## src/adc_port_pkg.sv

```systemverilog
// Constants for the sample output port
package adc_port_pkg;
  localparam int unsigned SAMPLE_WIDTH     = 14;
  localparam int unsigned FIFO_DEPTH       = 16;
  localparam real         CLOCK_PERIOD_NS  = 10.0;
  localparam int unsigned RELOCK_CYCLES    = 100;
  localparam int unsigned NAP_WAKE_CYCLES  = 100;
  localparam logic [13:0] MID_SCALE_CODE   = 14'h2000;
  localparam logic [13:0] POS_FULL_CODE    = 14'h3fff;
  localparam logic [13:0] NEG_FULL_CODE    = 14'h0000;
  localparam int unsigned SIGN_BIT         = 13;
  // Strap levels: ground, third, two thirds, supply
  typedef enum logic [1:0] {
    STRAP_GND   = 2'h0,
    STRAP_THIRD = 2'h1,
    STRAP_TWO3  = 2'h2,
    STRAP_VDD   = 2'h3
  } strap_level_type;
  typedef enum logic [1:0] {
    RUN_ST,
    NAP_ST,
    WAKE_ST
  } power_state_type;
endpackage : adc_port_pkg

```

## src/adc_sample_output_port.sv

```systemverilog
// Sample FIFO and digital output stage of the sampling converter
//
// Behaviour
// - With stabilizer, sample on rising edge only; falling edge ignored.
// - With stabilizer, accept 40 to 60 percent duty, keep internal 50.
// - After a clock stop the stabilizer takes about a hundred cycles; here the 100-cycle relock starts when the strap enters a mid level.
// - Offset binary: mid code at zero, saturate at both full scales.
// - Two's complement is offset binary with the top bit inverted.
// - Ground or third strap gives offset binary, else two's complement.
// - Stabilizer on only at the two intermediate strap levels.
// - Overflow flag high beyond full scale, low for in-range samples.
// - Output enable high puts data and overflow outputs in high impedance.
// - Track while clock low, capture on rising edge, hold while high.
// - Nap or sleep floats outputs; nap recovery takes about 100 cycles.
`default_nettype none

module sample_fifo #(
  parameter int unsigned WIDTH = 15,
  parameter int unsigned DEPTH = 16
) (
  input  wire logic             clock,
  input  wire logic             srst,
  input  wire logic             in_valid,
  output logic                  in_ready,
  input  wire logic [WIDTH-1:0] in_data,
  output logic                  out_valid,
  input  wire logic             out_ready,
  output logic [WIDTH-1:0]      out_data
);
  localparam int unsigned AW = $clog2(DEPTH);
  logic [WIDTH-1:0] mem_reg [DEPTH];
  logic [AW-1:0]    wr_ptr_reg;
  logic [AW-1:0]    rd_ptr_reg;
  logic [AW:0]      count_reg;
  wire              push = in_valid && in_ready;
  wire              pop  = out_valid && out_ready;

  assign in_ready  = (count_reg != (AW+1)'(DEPTH));
  assign out_valid = (count_reg != '0);
  assign out_data  = mem_reg[rd_ptr_reg];

  always_ff @(posedge clock) begin
    if (push) begin
      mem_reg[wr_ptr_reg] <= in_data;
    end
  end

  always_ff @(posedge clock) begin
    if (srst) begin
      wr_ptr_reg <= '0;
      rd_ptr_reg <= '0;
      count_reg  <= '0;
    end else begin
      if (push) begin
        wr_ptr_reg <= (wr_ptr_reg == AW'(DEPTH-1)) ? '0 : wr_ptr_reg + 1'b1;
      end
      if (pop) begin
        rd_ptr_reg <= (rd_ptr_reg == AW'(DEPTH-1)) ? '0 : rd_ptr_reg + 1'b1;
      end
      count_reg <= count_reg + (AW+1)'(push) - (AW+1)'(pop);
    end
  end
endmodule : sample_fifo

module adc_sample_output_port #(
  parameter int unsigned WIDTH = adc_port_pkg::SAMPLE_WIDTH,
  parameter int unsigned DEPTH = adc_port_pkg::FIFO_DEPTH
) (
  input  wire logic                         clock,
  input  wire logic                         srst,
  input  wire logic                         sample_valid,
  output logic                              sample_ready,
  input  wire logic signed [WIDTH:0]        core_result,
  input  wire logic [1:0]                   mode_strap,
  input  wire logic                         output_enable_n,
  input  wire logic                         power_down_select,
  input  wire logic                         out_ready,
  output logic [WIDTH-1:0]                  sample_bits,
  output logic                              sample_bits_oe,
  output logic                              overflow_flag,
  output logic                              overflow_flag_oe,
  output logic                              out_valid,
  output logic                              stabilizer_on,
  output logic                              twos_complement,
  output logic                              output_trusted
);
  import adc_port_pkg::*;

  // Two-flop synchronisers for strap and control pins
  logic [1:0] strap_s1_reg, strap_s2_reg;
  logic       oen_s1_reg, oen_s2_reg, pd_s1_reg, pd_s2_reg;
  always_ff @(posedge clock) begin
    strap_s1_reg <= mode_strap;
    strap_s2_reg <= strap_s1_reg;
    oen_s1_reg   <= output_enable_n;
    oen_s2_reg   <= oen_s1_reg;
    pd_s1_reg    <= power_down_select;
    pd_s2_reg    <= pd_s1_reg;
  end

  // Strap decode
  wire strap_mid = (strap_s2_reg == STRAP_THIRD) || (strap_s2_reg == STRAP_TWO3);
  wire strap_twos = (strap_s2_reg == STRAP_TWO3) || (strap_s2_reg == STRAP_VDD);
  assign stabilizer_on   = strap_mid;
  assign twos_complement = strap_twos;

  // Saturating conversion of the signed core result
  localparam logic signed [WIDTH:0] POS_LIM = (WIDTH+1)'(2**(WIDTH-1) - 1);
  localparam logic signed [WIDTH:0] NEG_LIM = -(WIDTH+1)'(2**(WIDTH-1));
  wire over_pos = core_result > POS_LIM;
  wire over_neg = core_result < NEG_LIM;
  wire in_over  = over_pos || over_neg;
  wire [WIDTH-1:0] signed_code = over_pos ? {1'b0, {(WIDTH-1){1'b1}}} :
                                 over_neg ? {1'b1, {(WIDTH-1){1'b0}}} :
                                 core_result[WIDTH-1:0];
  wire [WIDTH-1:0] offset_code = {~signed_code[WIDTH-1], signed_code[WIDTH-2:0]};
  wire [WIDTH-1:0] coded = strap_twos ? {~offset_code[WIDTH-1], offset_code[WIDTH-2:0]}
                                      : offset_code;

  // Word and flag enter the FIFO together, one rising edge each
  logic             fifo_out_valid;
  logic [WIDTH:0]   fifo_out_data;
  sample_fifo #(.WIDTH(WIDTH + 1), .DEPTH(DEPTH)) u_fifo (
    .clock     (clock),
    .srst      (srst),
    .in_valid  (sample_valid),
    .in_ready  (sample_ready),
    .in_data   ({in_over, coded}),
    .out_valid (fifo_out_valid),
    .out_ready (out_ready),
    .out_data  (fifo_out_data)
  );

  // Power state and relock window
  power_state_type state_reg, state_next;
  logic [7:0]      wait_reg, wait_next;
  logic            stab_prev_reg;
  always_comb begin
    state_next = state_reg;
    wait_next  = wait_reg;
    case (state_reg)
      RUN_ST: begin
        if (pd_s2_reg) begin
          state_next = NAP_ST;
        end else if (strap_mid && !stab_prev_reg) begin
          wait_next  = 8'(RELOCK_CYCLES);
          state_next = WAKE_ST;
        end
      end
      NAP_ST: begin
        if (!pd_s2_reg) begin
          wait_next  = 8'(NAP_WAKE_CYCLES);
          state_next = WAKE_ST;
        end
      end
      WAKE_ST: begin
        if (pd_s2_reg) begin
          state_next = NAP_ST;
        end else if (wait_reg <= 8'h01) begin
          wait_next  = 8'h00;
          state_next = RUN_ST;
        end else begin
          wait_next = wait_reg - 8'h01;
        end
      end
      default: state_next = RUN_ST;
    endcase
  end

  always_ff @(posedge clock) begin
    if (srst) begin
      state_reg     <= RUN_ST;
      wait_reg      <= 8'h00;
      stab_prev_reg <= 1'b0;
    end else begin
      state_reg     <= state_next;
      wait_reg      <= wait_next;
      stab_prev_reg <= strap_mid;
    end
  end

  // Registered output pins
  wire drive_en = !oen_s2_reg && (state_reg != NAP_ST);
  always_ff @(posedge clock) begin
    if (srst) begin
      sample_bits      <= '0;
      overflow_flag    <= 1'b0;
      sample_bits_oe   <= 1'b0;
      overflow_flag_oe <= 1'b0;
    end else begin
      sample_bits_oe   <= drive_en;
      overflow_flag_oe <= drive_en;
      if (fifo_out_valid && out_ready) begin
        sample_bits   <= fifo_out_data[WIDTH-1:0];
        overflow_flag <= fifo_out_data[WIDTH];
      end
    end
  end
  assign out_valid      = fifo_out_valid;
  assign output_trusted = (state_reg == RUN_ST);

  AST_OE_FOLLOWS_PIN: assert property (@(posedge clock) disable iff (srst)
    $past(oen_s2_reg) |-> !sample_bits_oe && !overflow_flag_oe)
    else $error("outputs driven while disabled");
  AST_NAP_FLOAT: assert property (@(posedge clock) disable iff (srst)
    state_reg == NAP_ST |=> !sample_bits_oe)
    else $error("outputs driven in nap");
  AST_WAKE_BOUND: assert property (@(posedge clock) disable iff (srst)
    (state_reg == NAP_ST && !pd_s2_reg) |-> ##[1:101] (state_reg == RUN_ST || pd_s2_reg))
    else $error("wake window too long");
  AST_STAB_DECODE: assert property (@(posedge clock) disable iff (srst)
    stabilizer_on == (strap_s2_reg inside {STRAP_THIRD, STRAP_TWO3}))
    else $error("stabilizer decode wrong");
  AST_FORMAT_DECODE: assert property (@(posedge clock) disable iff (srst)
    twos_complement == strap_s2_reg[1])
    else $error("format decode wrong");
  AST_MID_CODE: assert property (@(posedge clock) disable iff (srst)
    (core_result == '0 && !strap_twos) |-> coded == MID_SCALE_CODE)
    else $error("zero input not mid code");
  AST_SAT_POS: assert property (@(posedge clock) disable iff (srst)
    (over_pos && !strap_twos) |-> coded == POS_FULL_CODE && in_over)
    else $error("positive saturation wrong");
  AST_TWOS_FLIP: assert property (@(posedge clock) disable iff (srst)
    (over_neg && strap_twos) |-> coded == MID_SCALE_CODE)
    else $error("twos negative full scale wrong");
  AST_FLAG_LOW: assert property (@(posedge clock) disable iff (srst)
    (fifo_out_valid && out_ready && !fifo_out_data[WIDTH]) |=> !overflow_flag)
    else $error("flag set in range");
  AST_RELOCK: assert property (@(posedge clock) disable iff (srst)
    (state_reg == RUN_ST && !pd_s2_reg && strap_mid && !stab_prev_reg) |=> !output_trusted [*8])
    else $error("relock window missing");
endmodule : adc_sample_output_port

`default_nettype wire

```

## config.mk

```make
export PLATFORM = sky130hd
export DESIGN_NAME = adc_sample_output_port
export DESIGN_NICKNAME = d
export VERILOG_FILES = /design/src/adc_port_pkg.sv /design/src/adc_sample_output_port.sv
export SDC_FILE = /design/constraint.sdc
export NUM_CORES = 1
export LEC_CHECK = 0
export BUFFER_PORTS_ARGS = -buffer_cell sky130_fd_sc_hd__buf_4
export CAP_MARGIN = 5
export CORE_UTILIZATION = 55
export CTS_BUF_LIST = sky130_fd_sc_hd__clkbuf_4 sky130_fd_sc_hd__clkbuf_8 sky130_fd_sc_hd__clkbuf_16
export DETAILED_ROUTE_END_ITERATION = 7
export PLACE_DENSITY = 0.85
export SETUP_SLACK_MARGIN = 0.3
export SYNTH_ARGS = -nofsm -noshare
export SYNTH_HDL_FRONTEND = slang
export SYNTH_HIERARCHICAL = 1
export SYNTH_SLANG_ARGS = --single-unit
```

## constraint.sdc

```tcl
create_clock -name clock -period 2.84 [get_ports clock]
set_clock_uncertainty 0.05 [all_clocks]
set_input_delay 0.426 -clock clock [delete_from_list [all_inputs] [get_ports clock]]
set_output_delay 0.426 -clock clock [all_outputs]
set_load 0.02 [all_outputs]
```

* Word-level counts from Yosys, hierarchy flattened
Memories as Yosys holds them, arrays and structs flattened. A register that Yosys moved wholly into a read port is not among the register bits.
Index checks and enable logic that the tools add are counted.
** Word-level totals
- Register bits after elaboration :: 33
- Bits in writable memories :: 240
- Input port bits :: 23
- Logic and storage cells :: 71
- Memories kept :: 1
** Cells by class
- $add $sub $neg :: 5
- Magnitude comparators :: 3
- Equal/unequal tests :: 15
- Multiplexer cells :: 19
- Bitwise gates (word level) :: 1
- Reductions and logical operators :: 14
** Memories
- u_fifo.mem_reg :: depth 16, bits a word 15, read ports 1, clocked after Yosys merged registers in 1, wr ports 1, RTL line adc_sample_output_port.sv:31 : logic [WIDTH-1:0] mem_reg [DEPTH];
** Operator list (number)
- 14-bit two-way mux :: 3
- 8-bit two-way mux :: 5
- 8-bit one-hot mux with 3 select lines :: 1
- 15-bit by 14-bit > comparator with 1-bit output, second input constant :: 1
- 15-bit by 14-bit < comparator with 1-bit output, second input constant :: 1
- 2-bit two-way mux :: 5
- 4-bit by 1-bit adder with 4-bit output, second input constant :: 2
- 4-bit == test, second input constant :: 2
- 8-bit by 1-bit <= comparator with 1-bit output, second input constant :: 1
- 4-bit two-way mux :: 2
- 8-bit by 1-bit subtractor with 8-bit output, second input constant :: 1
- 2-bit == test, second input constant :: 3
- 2-bit inequality test, second input constant :: 3
- 2-bit one-hot mux with 3 select lines :: 1
- 5-bit by 1-bit adder with 5-bit output :: 1
- 5-bit inequality test, second input constant :: 1
- 5-bit AND reduction :: 1
- 5-bit nonzero test :: 1
- 5-bit by 1-bit subtractor with 5-bit output :: 1
- 2-bit by 1-bit == test with 1-bit output, second input constant :: 2
- 1-bit logical AND :: 4
- 2-bit by 1-bit inequality test with 1-bit output, second input constant :: 2
- 1-bit logical OR :: 3
- 3-bit by 1-bit inequality test with 1-bit output, second input constant :: 1
- 7 further kinds :: 9

* Depth between registers and ports, before layout
- Depth after elaboration :: 6
- Gate-level depth with buffers :: 15
- Depth with buffers taken out :: 14

* Modules after synthesis
Netlist, hierarchy kept.
** By module, submodules not included
- sample_fifo :: instances 1, cells each 475, area an instance 9978.3 sq um, seq. area each 7547.2 sq um
- adc_sample_output_port :: instances 1, cells each 204, area an instance 1551.5 sq um, seq. area each 700.7 sq um

* Least setup slack after synthesis
OpenSTA, ideal clock, no wires.
- Path kind :: reg-to-reg
- Start point :: register u_fifo.count_reg[3]
- End point :: register u_fifo.count_reg[4]
- Setup time :: 0.117 ns
- Arrival time :: 2.592 ns
- Slack :: 0.082 ns
- Stages on the path, launching flop included :: 16
- Clock period less this slack :: 2.758 ns
- Cells stage by stage :: dfxtp_1 > inv_1 > ha_1 > or4b_1 > clkbuf_2 > nand2_1 > inv_1 > ha_1 > inv_1 > ha_1 > inv_1 > fa_1 > nor2b_1 > o21bai_1 > a21oi_1 > nor3b_1
** Between the ends
- Elaborated cells between the ends (all ways) :: 6
** RTL lines
- from (decl) :: RTL line adc_sample_output_port.sv:34 : logic [AW:0] count_reg;
- from (signal assigned) :: RTL line adc_sample_output_port.sv:60 : count_reg <= count_reg + (AW+1)'(push) - (AW+1)'(pop);
- 5-bit nonzero test :: RTL line adc_sample_output_port.sv:39 : assign out_valid = (count_reg != '0);
- net out_valid :: RTL line adc_sample_output_port.sv:82 : output logic out_valid,
- 1-bit logical AND :: RTL line adc_sample_output_port.sv:36 : wire pop = out_valid && out_ready;
- 5-bit by 1-bit subtractor with 5-bit output :: RTL line adc_sample_output_port.sv:60
The timed path passes the listed nets, and every way through them passes these cells.
A chain may end at the register's enable or synchronous reset.

* Worst setup path after layout
- Start point :: register u_fifo.count_reg[2]
- End point :: register u_fifo.count_reg[4]
** Between the ends
- Word-level cells in the longest chain between the ends :: 4
- Elaborated cells between the ends (all ways) :: 6
** Ends and longest elaborated chain
- 5-bit inequality test :: RTL line adc_sample_output_port.sv:38 : assign in_ready = (count_reg != (AW+1)'(DEPTH));
- 1-bit logical AND :: RTL line adc_sample_output_port.sv:35 : wire push = in_valid && in_ready;
- 5-bit by 1-bit adder with 5-bit output :: RTL line adc_sample_output_port.sv:60
- 5-bit by 1-bit subtractor with 5-bit output * :: RTL line adc_sample_output_port.sv:60
Every way passes the cells marked *; elsewhere a longest branch is shown, timed or not.

==> results.yml <==
logic_synthesis:
  postSynth.topFlopCell: "sky130_fd_sc_hd__edfxtp_1"
  ys_types: 48
  number_of_synthesized_flops_with_an_enable_pin: 240
  post_synth.cell_area_avg_um2: 17.0
  postSynth.asyncResetShare_pct: 0
  post_synth_inst_count: 679
  synth-seq-area-share_pct: 71.5
  syn_area_mm2: 0.0115
  yosysWarnings: 6
  ys_ff_latch: 292
  synth_fp_nets: 718
final_layout:
  antenna_cells_inserted: 0
  final_core_utilization_pct: 65.9
  flow.area_growth_from_synthesis_pct: 16.4
  largest_reg_flops: 240
  layout_commonest_cell: "sky130_fd_sc_hd__edfxtp_1"
  nNetsFinal: 811
  mostFrequentLayoutCells: "sky130_fd_sc_hd__edfxtp_1, sky130_fd_sc_hd__buf_4, sky130_fd_sc_hd__nand2_1"
  drive_gt1_share_pct: 26.2
cts:
  h-tree-depth: 1
  worst_skew_pair.late_latency_ns: 0.52
  clock_sinks: 292
  clockRootBuffer: "sky130_fd_sc_hd__clkbuf_16"
  cts_tree: "built"
  numCtsBuffers: 27
  maximum_buffer_depth_of_the_clock_tree: 3
  clk_pin_slew_worst_paths_ns: 0.07
critical_path:
  worst_setup_sp_type: "flip-flop"
  cp_common_cell: "sky130_fd_sc_hd__ha_4"
  critical_path.cell_chain: "inv_2 -> ha_4 -> or4b_4 -> nand2_4 -> inv_4 -> ha_4 -> inv_4 -> ha_4 -> inv_2 -> fa_2 -> nor2b_4 -> o21bai_4 -> nand3_2 -> nor3b_4"
  worst_reg2reg_path_startpoint: "u_fifo/count_reg[2]$_SDFF_PP0_"
  critical_path_required_ns: 3.23
  critical-path-top-delay-family: "simple AND/OR/NAND/NOR gates"
  worst_path_max_delay_cell: "sky130_fd_sc_hd__or4b_4"
  data_arrival_at_the_endpoint_of_the_critical_path_ns: 3.00
  end_kind: "flip-flop"
  critical_path_peak_fanout: 2
  worst_setup_path_startpoint: "u_fifo/count_reg[2]$_SDFF_PP0_"
  critical_path.n_buffers_inverters: 4
  critical_path_class: "reg -> reg"
  cp_slowest_stage_delay_ns: 0.47
global_routing:
  number_of_antenna_violations_at_the_first_check_in_global_routing: 0
  global_route.usage.met1_pct: 31.5
  grt_pass1_wl_um: 40200
  most_crowded_layer_after_global_routing: "met2"
  grt_remaining_overflow: 0
  grt_util_all_layers_pct: 25.3
  met2_usage_pct: 44.3
  global_route.usage.met3_pct: 4.75
  grt_start_max_net_pins: 41
  via_count_of_the_first_global_routing_pass: 6858
timing:
  fin_hold_ws_ns: 0.162
  rsz_0062_raised_after_global_routing: "true"
  hold_viol_final: 0
  min_period_ns: 2.61
  timing_worst_slew_pin_value_ns: 1.13
  final_min_period_over_clock_period_pct: 91.9
  timing.slew.headroom_pct: 24.5
  finalSetupViolCount: 0
  totalNegativeSetupSlack_ns: 0
  timing.fmax_mhz: 383
  final-max-slew-violation-count: 0
floorplanning:
  io_pins: 45
  coreArea_mm2: 0.0204
  floorplan.rows: 52
  floorplan.die_area_mm2: 0.0215
  fp.dieW_um: 147
  initial_utilization_pct: 56.6
  floorplan.die.height_um: 147
routing:
  vias: 6716
  post_route_ant_nets: 0
  drt_pre_antenna_iters: 7
  drt-wirelength-per-cell_um: 26.3
  drt_iter0_markers: 934
  viasPerCell: 6.33
  routed_wirelength_um: 27900
  route.detailed.drc: 0
placement:
  globalplace.congestion: 0.845
  hpwl_um: 15100
  placement.io_buffers: 44
worst_hold_path:
  hold_start: "sample_valid"
  worstHoldPathType: "in -> reg"
power:
  power_mw: 11.0
  peakVddDrop_mv: 0.434
  total_leakage_power_nw: 4.59
  power-per-cell-area_mw_per_mm2: 820
flow_run:
  drv_cap: 0
status:
  outcome: "complete, no violations"
[metrics by stage]
| step | worst slack [ns] | instance area (um2) | cells |
|---|---|---|---|
| final | 0.229 | 13400 | 1061 |
| after global routing | 0.163 | 13400 | 1061 |
| after CTS | 0.240 | 13400 | 1059 |
| after detailed placement | 0.155 | 12400 | 1000 |
| after global placement | 0.278 | 12400 | 1000 |
| after floorplan | 0.249 | 11600 | 679 |
[cell families (layout without fill, tap and decap cells)]
family                   count (synthesis)  in the layout  share of synthesized area (%)
buffers and inverters                   55            167                           2.21
adder cells (fa/ha/maj)                 16             16                           1.80
flip-flops                             292            292                           71.5
AND/OR/NAND/NOR                        148            148                           6.14
AO/OA/AOI/OAI                          100            100                           5.46
XOR/XNOR                                 8              8                          0.608
multiplexers                            60             60                           12.2
[worst paths after layout]
| path | to | slack (ns) | cells past startpoint |
|---|---|---|---|
| min reg2reg | oen_s2_reg$_DFF_P_ | 0.28 | 0 |
| max reg2reg | u_fifo/count_reg[4]$_SDFF_PP0_ | 0.23 | 14 |
| max | u_fifo/count_reg[4]$_SDFF_PP0_ | 0.23 | 14 |
| min | u_fifo/wr_ptr_reg[1]$_SDFFE_PP0P_ | 0.16 | 3 |
[cell usage after synthesis, drive strengths merged, types with 2 or more instances]
cell     number  area [um2]
nor2b         5        31.3
o2111ai       2        17.5
a311o         2        20.0
nor3b         3        27.5
dfxtp        52        1040
nand2        70         263
o31ai         2        15.0
and3          5        31.3
a22oi        30         225
buf          11        87.6
xor2          4        35.0
a211oi        3        22.5
o21ai        18        90.1
inv          21        78.8
clkbuf       23        88.8
edfxtp      240        7210
nor4          2        18.8
o211ai        2        15.0
xnor2         4        35.0
nor2         23        86.3
nand3         9        45.0
or4b          2        20.0
or2           2        12.5
a21oi        35         175
a21o          2        15.0
ha           15         188
mux4         60        1410
and2         14        87.6
nor3          8        40.0
[area by class of cell]
type	instances	area (um2)
tap	270	338
timing repair buffer	98	758
clock buffer	39	813
clock inverter	9	42.5
sequential	292	8260
inverter	21	83.8
fill	1231	6950
multi-input combinational	332	3130
[report_power, final]
part           internal [mW]  switching [mW]  total [mW]  leakage, nW
Sequential              4.90           0.215        5.12         2.59
Combinational           1.15            1.24        2.39         1.56
Clock                   1.99            1.50        3.49        0.437
[worst register-to-register path, cell delays in order, from the launching register on]
cell and delay, ns:
sky130_fd_sc_hd__dfxtp_2 0.33, sky130_fd_sc_hd__inv_2 0.08, sky130_fd_sc_hd__ha_4 0.13, sky130_fd_sc_hd__or4b_4 0.47, sky130_fd_sc_hd__nand2_4 0.10, sky130_fd_sc_hd__inv_4 0.04, sky130_fd_sc_hd__ha_4 0.21, sky130_fd_sc_hd__inv_4 0.05
sky130_fd_sc_hd__ha_4 0.12, sky130_fd_sc_hd__inv_2 0.04, sky130_fd_sc_hd__fa_2 0.39, sky130_fd_sc_hd__nor2b_4 0.15, sky130_fd_sc_hd__o21bai_4 0.09, sky130_fd_sc_hd__nand3_2 0.07, sky130_fd_sc_hd__nor3b_4 0.20
[routing by layer]
| metal | part of all wire [%] | up-vias |
|---|---|---|
| met5 | 0 | - |
| met4 | 3.0 | 0 |
| met3 | 9.9 | 68 |
| met2 | 52 | 471 |
| met1 | 35 | 3339 |
| li1 | - | 2838 |
[timing repair]
item,in CTS,in global routing
resized for setup,6,7
buffers inserted,7,2
hold buffers,4,0
endpoints found under the hold margin,4,0
pin swaps,7,3
setup endpoints to repair,1,2
No activity file was read; power rests on OpenSTA's default activity.
